`config.mk`:
```
export PLATFORM = sky130hd
export DESIGN_NAME = ddrrd_seq
export DESIGN_NICKNAME = d
export VERILOG_FILES = /design/src/hw/ddrrd_pkg.sv /design/src/hw/ddrrd_sync.sv /design/src/hw/ddrrd_seq.sv
export SDC_FILE = /design/constraint.sdc
export NUM_CORES = 2
export LEC_CHECK = 0
export BUFFER_PORTS_ARGS = -buffer_cell sky130_fd_sc_hd__buf_4
export CAP_MARGIN = 40
export CORE_ASPECT_RATIO = 2
export CORE_MARGIN = 2
export CORE_UTILIZATION = 35
export DETAILED_ROUTE_END_ITERATION = 8
export PLACE_DENSITY = 0.61
export SLEW_MARGIN = 25
export SYNTH_ARGS = -nofsm -noshare
export SYNTH_HDL_FRONTEND = slang
export SYNTH_SLANG_ARGS = --single-unit
```
`constraint.sdc`:
```
create_clock -name SYS_CLK_I -period 23 [get_ports SYS_CLK_I]
set_input_delay 4.6 -clock SYS_CLK_I [delete_from_list [all_inputs] [get_ports SYS_CLK_I]]
set_output_delay 4.6 -clock SYS_CLK_I [all_outputs]
set_load 0.01 [all_outputs]
```
`src/hw/ddrrd_pkg.sv`:
```
// Constants, field layouts and carrier types for the DRAM read burst sequencer.
// Assumes every user refers to these names with the package scope written out.
package ddrrd_pkg;

    // Register port
    localparam int          ADDR_W        = 4;
    localparam logic [3:0]  REG_CTRL      = 4'h0;
    localparam logic [3:0]  REG_STAT      = 4'h4;
    localparam logic [3:0]  REG_CNT       = 4'h8;

    // Control register fields
    localparam int          CTRL_BL_LSB   = 0;
    localparam int          CTRL_RPRE_BIT = 2;
    localparam int          CTRL_AL_LSB   = 4;
    localparam int          CTRL_CL_LSB   = 8;
    localparam int          CL_W          = 6;

    // Status register fields (bank open bits sit in 15:0)
    localparam int          STAT_DATA_BIT = 16;
    localparam int          STAT_PRE_BIT  = 17;

    // Burst length field codes; code 2'h3 behaves as fixed 8
    localparam logic [1:0]  BL_FIX8       = 2'h0;
    localparam logic [1:0]  BL_OTF        = 2'h1;
    localparam logic [1:0]  BL_FIX4       = 2'h2;

    // Additive latency codes
    localparam logic [1:0]  AL_OFF        = 2'h0;
    localparam logic [1:0]  AL_CL1        = 2'h1;
    localparam logic [1:0]  AL_CL2        = 2'h2;

    // Reset values
    localparam logic [1:0]  BL_RST        = 2'h0;
    localparam logic [1:0]  AL_RST        = 2'h0;
    localparam logic [5:0]  CL_RST        = 6'h0b;

    // Address bits sampled with a read
    localparam int          A10_BIT       = 10;
    localparam int          A12_BIT       = 12;

    // Burst sizes in beats and in command clocks
    localparam logic [3:0]  BEATS_BL8     = 4'h8;
    localparam logic [3:0]  BEATS_BC4     = 4'h4;
    localparam logic [2:0]  CKS_BL8       = 3'h4;
    localparam logic [2:0]  CKS_BC4       = 3'h2;

    // Command codes on the command pins
    localparam logic [2:0]  CMD_NOP       = 3'h0;
    localparam logic [2:0]  CMD_ACT       = 3'h1;
    localparam logic [2:0]  CMD_RD        = 3'h2;
    localparam logic [2:0]  CMD_WR        = 3'h3;
    localparam logic [2:0]  CMD_PRE       = 3'h4;

    // Data bus owner states
    typedef enum logic [2:0] {
        ST_IDLE  = 3'b001,
        ST_PREAM = 3'b010,
        ST_DATA  = 3'b100
    } ddrrd_state_t;

    // Command as sampled at a command clock rising edge
    typedef struct packed {
        logic [13:0] addr;
        logic [3:0]  bank;
        logic [2:0]  code;
    } ddrrd_cmd_t;

    // One scheduled read burst
    typedef struct packed {
        logic        vld;
        logic        chop;
        logic        ap;
        logic [3:0]  bank;
        logic [9:0]  col;
    } ddrrd_slot_t;

endpackage

```
`src/hw/ddrrd_sync.sv`:
```
// Two-stage synchroniser for a pin bus, with edge detection on bit 0.
// Assumes bit 0 carries the command clock and the other bits are stable around its rising edges.
`timescale 1ns/1ps
`default_nettype none
module ddrrd_sync #(
    parameter int W = 22
) (
    // Clock and reset
    input  wire logic         clk_i,
    input  wire logic         rst_i,
    // Raw pins and synchronised view
    input  wire logic [W-1:0] raw_i,
    output logic      [W-1:0] sync_o,
    output logic              rise_o,
    output logic              fall_o
);
    logic [W-1:0] meta_r;
    logic [W-1:0] sync_r;
    logic         last_r;

    // Only the second stage looks at the first, to contain metastability
    always_ff @(posedge clk_i) begin
        if (rst_i) begin
            meta_r <= '0;
            sync_r <= '0;
            last_r <= 1'b0;
        end else begin
            meta_r <= raw_i;
            sync_r <= meta_r;
            last_r <= sync_r[0];
        end
    end

    // Edges of the synchronised clock
    assign sync_o = sync_r;
    assign rise_o = sync_r[0] & ~last_r;
    assign fall_o = ~sync_r[0] & last_r;
endmodule
`default_nettype wire

```
`src/hw/ddrrd_seq.sv`:
```
// DRAM read burst sequencer: takes read commands, schedules bursts at read latency,
// drives strobe preamble, data beats and auto precharge. Command clock is a sampled pin.
// Assumes the controller keeps its spacing duties and holds each command a full clock.
//
// The strobed register port and the placing of the registers are this design's own decisions.
`timescale 1ns/1ps
`default_nettype none
// How it works
// (RULE1) Reads run fixed 8-beat, fixed 4-beat chop, or per-command choice.
// (RULE2) In per-command mode address bit 12 low chops to 4, high gives 8.
// (RULE3) Burst field codes: 00 fixed 8, 01 per-command, 10 fixed chop.
// (RULE4) Address bit 10 low: plain read, bank stays open afterwards.
// (RULE5) Address bit 10 high: bank precharges itself after the burst.
// (RULE6) Eight-beat data starts at read latency, bus freed four clocks later.
// (RULE7) Chopped data frees the bus two clocks after read latency.
// (RULE8) Read latency is additive plus CAS latency; additive may be CAS minus one.
// (RULE9) With two-clock preamble the controller never spaces reads five clocks.
// (RULE10) Reads four clocks apart to other bank groups are accepted, any mix.
// (RULE11) One-clock preamble reads five clocks apart leave a gap between bursts.
// (RULE12) At latency 11 a write may follow an 8-beat read eight clocks later.
// (RULE13) Controller should raise write latency by one with two-clock write preamble.
// (RULE14) Controller spaces read to write by the latency and burst difference rule.
// (RULE15) Controller spaces read to precharge by additive latency plus read-to-precharge.
// (RULE16) Strobe preamble of programmed length precedes a burst leaving an idle bus.
module ddrrd_seq #(
    parameter int DQ_W  = 8,
    parameter int DEPTH = 64
) (
    // System clock and reset
    input  wire logic                        SYS_CLK_I,
    input  wire logic                        SYS_RST_I,
    // Command clock and command pins
    input  wire logic                        CK_I,
    input  wire logic [2:0]                  CMD_I,
    input  wire logic [3:0]                  BA_I,
    input  wire logic [13:0]                 ADDR_I,
    // Register port
    input  wire logic [ddrrd_pkg::ADDR_W-1:0] REG_ADDR_I,
    input  wire logic [31:0]                 REG_WDATA_I,
    input  wire logic                        REG_WR_I,
    input  wire logic                        REG_RD_I,
    output logic      [31:0]                 REG_RDATA_O,
    // Data and strobe pins
    output logic      [DQ_W-1:0]             DQ_O,
    output logic                             DQ_OE_O,
    output logic                             DQS_O,
    output logic                             DQS_OE_O
);
    localparam int IDX_W = $clog2(DEPTH);

    logic [21:0]            pin_q;
    logic                   ck_rise;
    logic                   ck_fall;
    ddrrd_pkg::ddrrd_cmd_t  cmd_w;
    logic [1:0]             bl_mode_r;
    logic                   rpre2_r;
    logic [1:0]             al_mode_r;
    logic [5:0]             cl_r;
    logic [15:0]            rd_cnt_r;
    logic [15:0]            bank_open_r;
    logic [31:0]            rdata_r;
    ddrrd_pkg::ddrrd_slot_t slot_r   [DEPTH];
    ddrrd_pkg::ddrrd_slot_t slot_src [DEPTH];
    ddrrd_pkg::ddrrd_state_t state_r, state_nxt;
    ddrrd_pkg::ddrrd_slot_t cur_r, cur_nxt;
    logic [3:0]             left_r, left_nxt;
    logic [2:0]             beat_r, beat_nxt;
    logic [DQ_W-1:0]        dq_r, dq_nxt;
    logic                   dq_oe_r, dq_oe_nxt;
    logic                   dqs_r, dqs_nxt;
    logic                   dqs_oe_r, dqs_oe_nxt;
    logic                   act_start, act_pre, act_stop, act_beat;
    logic [2:0]             rise_cnt_r;

    // Pins cross into the system clock through two flops
    ddrrd_sync #(.W(22)) u_sync (
        .clk_i  (SYS_CLK_I),
        .rst_i  (SYS_RST_I),
        .raw_i  ({ADDR_I, BA_I, CMD_I, CK_I}),
        .sync_o (pin_q),
        .rise_o (ck_rise),
        .fall_o (ck_fall)
    );

    // Command decode and latency arithmetic; a write decodes to nothing here,
    // so a write that trails a read never disturbs the read burst
    wire       cmd_edge = ck_rise;
    assign     cmd_w    = ddrrd_pkg::ddrrd_cmd_t'(pin_q[21:1]);
    wire       rd_take  = cmd_edge && (cmd_w.code == ddrrd_pkg::CMD_RD);     // [RULE12]
    wire       act_take = cmd_edge && (cmd_w.code == ddrrd_pkg::CMD_ACT);
    wire       pre_take = cmd_edge && (cmd_w.code == ddrrd_pkg::CMD_PRE);
    wire [5:0] al_w     = (al_mode_r == ddrrd_pkg::AL_CL1) ? cl_r - 6'h01 :     // [RULE8]
                          (al_mode_r == ddrrd_pkg::AL_CL2) ? cl_r - 6'h02 : 6'h00;
    wire [6:0] rl_w     = {1'b0, cl_r} + {1'b0, al_w};                          // [RULE8]
    wire [IDX_W-1:0] rl_idx = IDX_W'(rl_w - 7'h01);
    wire       otf_w    = (bl_mode_r == ddrrd_pkg::BL_OTF);
    wire       chop_w   = (bl_mode_r == ddrrd_pkg::BL_FIX4) ||                  // [RULE3]
                          (otf_w && !cmd_w.addr[ddrrd_pkg::A12_BIT]);           // [RULE2]
    ddrrd_pkg::ddrrd_slot_t new_slot;
    assign new_slot = '{vld: 1'b1, chop: chop_w, ap: cmd_w.addr[ddrrd_pkg::A10_BIT],
                        bank: cmd_w.bank, col: cmd_w.addr[9:0]};               // [RULE1]

    // Latency pipeline: one slot per command clock, head reached at read latency.
    // Reads are taken on every rising edge with no spacing check, so four-clock spacing works.
    genvar g;
    generate
        for (g = 0; g < DEPTH; g++) begin : g_slot
            if (g == DEPTH - 1) begin : g_last
                assign slot_src[g] = '0;
            end else begin : g_mid
                assign slot_src[g] = slot_r[g+1];
            end
            always_ff @(posedge SYS_CLK_I) begin
                if (SYS_RST_I) begin
                    slot_r[g] <= '0;
                end else if (ck_rise) begin
                    slot_r[g] <= (rd_take && rl_idx == IDX_W'(g)) ? new_slot   // [RULE10]
                                                                  : slot_src[g];
                end
            end
        end
    endgenerate

    // Burst timing terms; preamble looks one or two clocks ahead of the head
    wire start_w  = slot_r[0].vld;
    wire look_w   = rpre2_r ? slot_r[2].vld : slot_r[1].vld;                    // [RULE16]
    wire ending_w = (state_r == ddrrd_pkg::ST_DATA) && (left_r == 4'h0);
    wire ap_close = ck_rise && ending_w && cur_r.ap;                            // [RULE5]

    // Data bus owner: pick the action for this system cycle
    always_comb begin
        act_start = 1'b0;
        act_pre   = 1'b0;
        act_stop  = 1'b0;
        act_beat  = 1'b0;
        unique case (state_r)
            ddrrd_pkg::ST_IDLE: begin
                act_start = ck_rise && start_w;
                act_pre   = ck_rise && !start_w && look_w;
            end
            ddrrd_pkg::ST_PREAM: begin
                act_start = ck_rise && start_w;
            end
            ddrrd_pkg::ST_DATA: begin
                act_start = ck_rise && ending_w && start_w;                    // [RULE10]
                act_pre   = ck_rise && ending_w && !start_w && look_w;          // [RULE11]
                act_stop  = ck_rise && ending_w && !start_w && !look_w;
                act_beat  = (ck_rise || ck_fall) && !ending_w;
            end
        endcase
    end

    // Next values of the pin drivers; strobe rises with the clock, falls with it
    always_comb begin
        state_nxt  = state_r;
        cur_nxt    = cur_r;
        left_nxt   = left_r;
        beat_nxt   = beat_r;
        dq_nxt     = dq_r;
        dq_oe_nxt  = dq_oe_r;
        dqs_nxt    = dqs_r;
        dqs_oe_nxt = dqs_oe_r;
        if (act_start) begin
            state_nxt  = ddrrd_pkg::ST_DATA;                                    // [RULE6]
            cur_nxt    = slot_r[0];
            left_nxt   = (slot_r[0].chop ? ddrrd_pkg::BEATS_BC4
                                         : ddrrd_pkg::BEATS_BL8) - 4'h1;        // [RULE7]
            beat_nxt   = 3'h0;
            dq_nxt     = DQ_W'(slot_r[0].col);
            dq_oe_nxt  = 1'b1;
            dqs_nxt    = 1'b1;
            dqs_oe_nxt = 1'b1;
        end else if (act_pre) begin
            state_nxt  = ddrrd_pkg::ST_PREAM;                                   // [RULE16]
            dq_oe_nxt  = 1'b0;
            dqs_nxt    = 1'b0;
            dqs_oe_nxt = 1'b1;
        end else if (act_stop) begin
            state_nxt  = ddrrd_pkg::ST_IDLE;                                    // [RULE6]
            dq_oe_nxt  = 1'b0;
            dqs_nxt    = 1'b0;
            dqs_oe_nxt = 1'b0;
        end else if (act_beat) begin
            left_nxt   = left_r - 4'h1;
            beat_nxt   = beat_r + 3'h1;
            dq_nxt     = DQ_W'(cur_r.col + {7'h00, beat_r} + 10'h001);
            dqs_nxt    = ck_rise;
        end
    end

    // Pin driver registers
    always_ff @(posedge SYS_CLK_I) begin
        if (SYS_RST_I) begin
            state_r  <= ddrrd_pkg::ST_IDLE;
            cur_r    <= '0;
            left_r   <= 4'h0;
            beat_r   <= 3'h0;
            dq_r     <= '0;
            dq_oe_r  <= 1'b0;
            dqs_r    <= 1'b0;
            dqs_oe_r <= 1'b0;
        end else begin
            state_r  <= state_nxt;
            cur_r    <= cur_nxt;
            left_r   <= left_nxt;
            beat_r   <= beat_nxt;
            dq_r     <= dq_nxt;
            dq_oe_r  <= dq_oe_nxt;
            dqs_r    <= dqs_nxt;
            dqs_oe_r <= dqs_oe_nxt;
        end
    end

    // Bank open flags: activate sets, precharge or auto precharge clears, set wins
    generate
        for (g = 0; g < 16; g++) begin : g_bank
            wire set_w = act_take && (cmd_w.bank == 4'(g));
            wire clr_w = (pre_take && (cmd_w.bank == 4'(g))) ||
                         (ap_close && (cur_r.bank == 4'(g)));                   // [RULE5]
            always_ff @(posedge SYS_CLK_I) begin
                if (SYS_RST_I) begin
                    bank_open_r[g] <= 1'b0;
                end else if (set_w || clr_w) begin
                    bank_open_r[g] <= set_w;                                    // [RULE4]
                end
            end
        end
    endgenerate

    // Register writes and accepted read count
    always_ff @(posedge SYS_CLK_I) begin
        if (SYS_RST_I) begin
            bl_mode_r <= ddrrd_pkg::BL_RST;
            rpre2_r   <= 1'b0;
            al_mode_r <= ddrrd_pkg::AL_RST;
            cl_r      <= ddrrd_pkg::CL_RST;
            rd_cnt_r  <= 16'h0000;
        end else begin
            if (REG_WR_I && REG_ADDR_I == ddrrd_pkg::REG_CTRL) begin
                bl_mode_r <= REG_WDATA_I[ddrrd_pkg::CTRL_BL_LSB +: 2];          // [RULE3]
                rpre2_r   <= REG_WDATA_I[ddrrd_pkg::CTRL_RPRE_BIT];
                al_mode_r <= REG_WDATA_I[ddrrd_pkg::CTRL_AL_LSB +: 2];
                cl_r      <= REG_WDATA_I[ddrrd_pkg::CTRL_CL_LSB +: ddrrd_pkg::CL_W];
            end
            if (rd_take) begin
                rd_cnt_r <= rd_cnt_r + 16'h0001;
            end
        end
    end

    // Read mux; unmapped offsets answer zero
    wire [31:0] ctrl_rd = {18'h00000, cl_r, 2'h0, al_mode_r, 1'b0, rpre2_r, bl_mode_r};
    wire [31:0] stat_rd = {14'h0000, state_r == ddrrd_pkg::ST_PREAM,
                           state_r == ddrrd_pkg::ST_DATA, bank_open_r};
    wire [31:0] rd_mux  = (REG_ADDR_I == ddrrd_pkg::REG_CTRL) ? ctrl_rd :
                          (REG_ADDR_I == ddrrd_pkg::REG_STAT) ? stat_rd :
                          (REG_ADDR_I == ddrrd_pkg::REG_CNT)  ? {16'h0000, rd_cnt_r} : 32'h0;

    // Read data stands only in the cycle after the strobe
    always_ff @(posedge SYS_CLK_I) begin
        if (SYS_RST_I) begin
            rdata_r <= 32'h0;
        end else begin
            rdata_r <= REG_RD_I ? rd_mux : 32'h0;
        end
    end

    assign REG_RDATA_O = rdata_r;
    assign DQ_O        = dq_r;
    assign DQ_OE_O     = dq_oe_r;
    assign DQS_O       = dqs_r;
    assign DQS_OE_O    = dqs_oe_r;

    // Clock rises seen inside a burst, for checking its length
    always_ff @(posedge SYS_CLK_I) begin
        if (SYS_RST_I) begin
            rise_cnt_r <= 3'h0;
        end else if (act_start) begin
            rise_cnt_r <= 3'h0;
        end else if (ck_rise && state_r == ddrrd_pkg::ST_DATA) begin
            rise_cnt_r <= rise_cnt_r + 3'h1;
        end
    end
endmodule
`default_nettype wire

```
* Word level (Yosys, flattened, before mapping)
Memory sizes are Yosys's and may differ from the RTL's. Index checks and enable logic that the tools add are counted.
Word-level totals: bits in registers 152, latch bits 0, memory bits (writable) 1088, memory bits (read-only) 0, logic and storage cells 573, memories kept 1
Cells by class: add/sub/neg operators 10, multiply operators 0, divide/modulo/power cells 0, magnitude comparators 0, equal/unequal tests 107, shift operators 0, mux-type cells 164, bitwise gates (word level) 71, reductions and logical operators 182
Memories:
- slot_r | depth 64, width 17, read ports 64, clocked after Yosys merged registers in 0, wr ports 64, line ddrrd_seq.sv:62 | ddrrd_pkg::ddrrd_slot_t slot_r [DEPTH];
Operator list (count):
- $mux W17 | 128
- $eq A6 B6 Y1 const B | 32
- $logic_and A1 B1 Y1 | 128
- $eq A6 B5 Y1 const B | 16
- $eq A4 B4 Y1 const B | 17
- $or A1 B1 Y1 | 64
- $eq A6 B4 Y1 const B | 8
- $eq A4 B3 Y1 const B | 9
- $logic_or A1 B1 Y1 | 34
- $mux W8 | 4
- $eq A6 B3 Y1 const B | 4
- $mux W4 | 5
- $mux W18 | 1
- $mux W1 | 17
- $add A16 B1 Y16 const B | 1
- $eq A4 B2 Y1 const B | 4
- $logic_not A4 Y1 | 4
- $mux W16 | 1
- $mux W14 | 1
- $eq A6 B2 Y1 const B | 2
- $mux W6 | 2
- $sub A6 B1 Y6 const B | 2
- $mux W3 | 3
- $add A8 B1 Y8 const B | 1
- other kinds (25) | 46

* Longest topological paths before layout
depth after elaboration 9, depth in mapped cells 18, depth with buffers taken out 15

* Hierarchy
A second synthesis with hierarchy kept.
Unflattened totals: cells, all modules 4292, area total of the unflattened synthesis 49103.3 µm²
Modules (own cells, without submodules):
- ddrrd_seq | instances 1, cells an instance 4196, area each 47888.4 µm², sequential area each 30709.5 µm²
- ddrrd_sync | instances 1, cells an instance 96, area each 1214.9 µm², sequential area each 900.9 µm²

* Least setup slack after synthesis
No wires, ideal clock.
kind input -> register, from input port SYS_RST_I, to memory slot_r[0][0] (netlist bit) (enable), setup time 0.939 ns, arrival 16.520 ns, path slack 5.541 ns, stages on the path 3, buffers on the path 2, cells stage by stage clkbuf_1 -> clkbuf_1 -> or2_2
RTL lines:
- start, declared | line ddrrd_seq.sv:31 | input wire logic SYS_RST_I,
- end, declared | line ddrrd_seq.sv:62

==> impl_metrics.csv <==
group,metric,value,unit
outcome,status,"finished, final reports clean",
die,die_area,0.144,mm2
worst_setup_path,worstPathMaxFanout,54,
die,core,0.140,mm2
sta,tightestPinTransition,0.954,ns
worst_setup_path,cp_common_cell,"buf_4",
sta,setup_violations,0,
clocking,cts_tree,"done",
placed_design,post-place-ws,14.16,ns
detailed_routing,drc,0,
worst_setup_path,crit_type,"in2reg",
synth,synth_sequential_area_ratio,63.9,%
placed_design,port_buffers,65,
sta,final.min_clock_period,8.07,ns
synth,synth_ff_type,"edfxtp_1",
synth,ys_warn_count,0,
synth,syn_area_per_cell,10.4,um2
worst_setup_path,cp.arrival,8.46,ns
flow_run,drv_cap,0,
sta,hold_viol,0,
clocking,clock_path_buffers,3,
synth,synth.distinct_cells,81,
sta,finClkSkew,0.0318,ns
global_route,antenna_found_initial,1,
sta,rsz0062_at_grt,"false",
global_route,grt_pass1_wl,212,mm
die,rows,194,
die,fp.dieH,534,um
placed_design,finalWeightedCongestion,0.869,
clocking,cts.clk_slew.worst_paths,0.07,ns
detailed_routing,vias_per_cell,5.37,
hold_path,holdCritPathClass,"reg2reg",
clocking,numCtsBuffers,91,
global_route,grt_pass1_vias,34900,
clocking,postCtsHoldBufs,0,
worst_setup_path,end_kind,"flip-flop",
clocking,cts_resized,0,
sta,post-route-period-util,35.1,%
die,io_pins,105,
global_route,grt_usage,19.0,%
detailed_routing,drtAntennaViolNets,0,
pwr,powerDensity,73.8,mW/mm2
detailed_routing,drt_iter0_markers,2958,
detailed_routing,wl_per_cell,21.3,um
sta,setup_ws,14.93,ns
finish,fin_nets,4729,
synth,synth_seq_cells,1091,
synth,synth_edf_count,960,
pwr,max-vdd-ir-drop,0.0000573,V
sta,slew_violations,0,
finish,drive_gt1_share,10.4,%
global_route,gr-total-overflow,0,
worst_setup_path,crit_chain,"buf_4 > or2_4 > buf_4 > buf_16 > buf_4 > buf_16 > buf_4 > buf_16 > buf_4 > buf_12",
clocking,worstSkewPairLatency,0.71,ns
sta,maxSlewHeadroom,36.4,%
clocking,cts_root_buffer,"clkbuf_16",
pwr,p_leak,18.2,nW
clocking,cts_setup_buffers,0,
sta,fin_tns_setup,0,ns
worst_setup_path,max_stage_delay,0.46,ns
detailed_routing,drt_wl_total,140,mm
synth,syn-cell-area,0.0492,mm2
die,die_x,269,um
clocking,clkSinkCount,1091,
synth,async_reset_ff_share,0,%
worst_setup_path,cp-start-kind,"primary input",
finish,area_delta_synth_final,12.4,%
sta,clock.fmax,124,MHz
synth,syn_inst,4723,
global_route,grt_max_degree,201,
finish,fin_util,39.7,%
placed_design,dp_hpwl,88.6,mm
worst_setup_path,required,23.39,ns
detailed_routing,vias,35400,
die,start_util,35.3,%
clocking,cts_max_level,3,
detailed_routing,dr.pass1.iters,9,
worst_setup_path,crit_slowest_cell,"buf_4",
[cells in the final DEF (no fill, tap or decap), types with 18 or more instances in the layout]
| master | n |
|---|---|
| o21ai_0 | 311 |
| buf_4 | 205 |
| nand3_1 | 317 |
| clkbuf_16 | 95 |
| a2111oi_4 | 32 |
| inv_1 | 42 |
| nand4_1 | 18 |
| nand2_1 | 1312 |
| ha_1 | 19 |
| dfxtp_1 | 118 |
| and2_1 | 21 |
| o2111ai_1 | 27 |
| a21oi_1 | 638 |
| o21ai_1 | 37 |
| edfxtp_1 | 960 |
| nor2b_1 | 44 |
| nor2_1 | 174 |
[synth_stat cells (all sizes together), types with 5 or more instances]
cell	n	share of area [%]
and2	22	0.28
nand3	318	3.2
nor4	15	0.35
buf	147	1.6
clkbuf	284	2.2
nand2b	7	0.089
edfxtp	960	59
a32oi	5	0.089
o2111ai	43	0.76
xor2	16	0.30
nor3b	7	0.12
a221oi	5	0.089
nor2	174	1.3
a2111oi	34	1.8
or3	5	0.064
nor2b	45	0.57
mux2i	5	0.10
and3	10	0.14
nor3	15	0.18
ha	19	0.48
dfxtp	131	5.3
a22oi	13	0.21
nand2	1314	10
o21ai	350	3.6
xnor2	15	0.28
a21oi	640	6.5
o211ai	6	0.10
nand4	19	0.27
inv	41	0.31
[per-stage QoR]
stage	hold WS [ns]	total power, mW	cells	cell area, um2
finish	0.442	4.09	6585	55400
CTS	0.445	4.11	6572	55200
detailed placement	0.426	2.51	6404	52200
global placement	0.423	2.50	6348	51400
global route	0.456	4.20	6584	55300
floorplan	0.414	2.48	4736	49300
[where the power goes]
| part | internal (mW) | switching (mW) | leakage (nW) |
|---|---|---|---|
| clock network | 0.864 | 0.750 | 1.48 |
| logic | 0.0457 | 0.147 | 5.57 |
| registers | 2.25 | 0.0330 | 11.1 |
| total | 3.16 | 0.930 | 18.2 |
[metal layers]
metal	vias to the layer above	global-route usage (%)	routed length, um
li1	16500	-	-
met4	0	10.3	7780
met1	17400	20.1	49600
met2	1122	36.3	76300
met3	340	2.11	6550
met5	-	0	0
[final timing paths]
| check | startpoint | end | slack (ns) | depth (start not counted) |
|---|---|---|---|---|
| setup reg to reg | cl_r[0] | slot_r[1][253] | 17.81 | 14 |
| hold / removal | u_sync.meta_r[13] | u_sync.sync_o[13] | 0.44 | 1 |
| hold reg to reg | u_sync.meta_r[13] | u_sync.sync_o[13] | 0.44 | 1 |
| setup / recovery | SYS_RST_I | slot_r[1][529] | 14.93 | 10 |
[flip-flops by register name, summed over array words and instances, names as in the netlist]
name,count
DQS_O,1
beat_r,3
state_r,3
bl_mode_r,2
u_sync.sync_o,18
u_sync.last_r,1
u_sync.meta_r,18
REG_RDATA_O,18
al_mode_r,2
cl_r,6
DQ_O,8
DQS_OE_O,1
bank_open_r,16
rd_cnt_r,16
slot_r,960
left_r,4
cur_r,13
rpre2_r,1
[kinds of logic after synthesis]
family / count (synthesis) / synth area share [%]
and+or+nand+nor: 1981 / 17.2
buffers and inverters: 472 / 4.03
muxes: 6 / 0.125
other: 1 / 0.00762
xor gates and xnor gates: 31 / 0.582
DFF: 1091 / 63.9
AOI/OAI and AO/OA: 1120 / 13.6
adders and majority gates: 21 / 0.564
[layout make-up]
class                           count  area, um2
Fill cell                       13400      84200
Sequential cell                  1091      31500
Multi-Input combinational cell   3173      16100
Clock buffer                      115       2490
Tap cell                         1862       2330
Timing Repair Buffer              248       2280
Clock inverter                     53        508
Inverter                           41        154
Antenna cell                        2       5.00
[worst max-delay path: cells and delay by family]
kind	cells	cell delay, ns
buf+inv	9	3.28
simple gates	1	0.43
(Power assumes the default switching activity.)
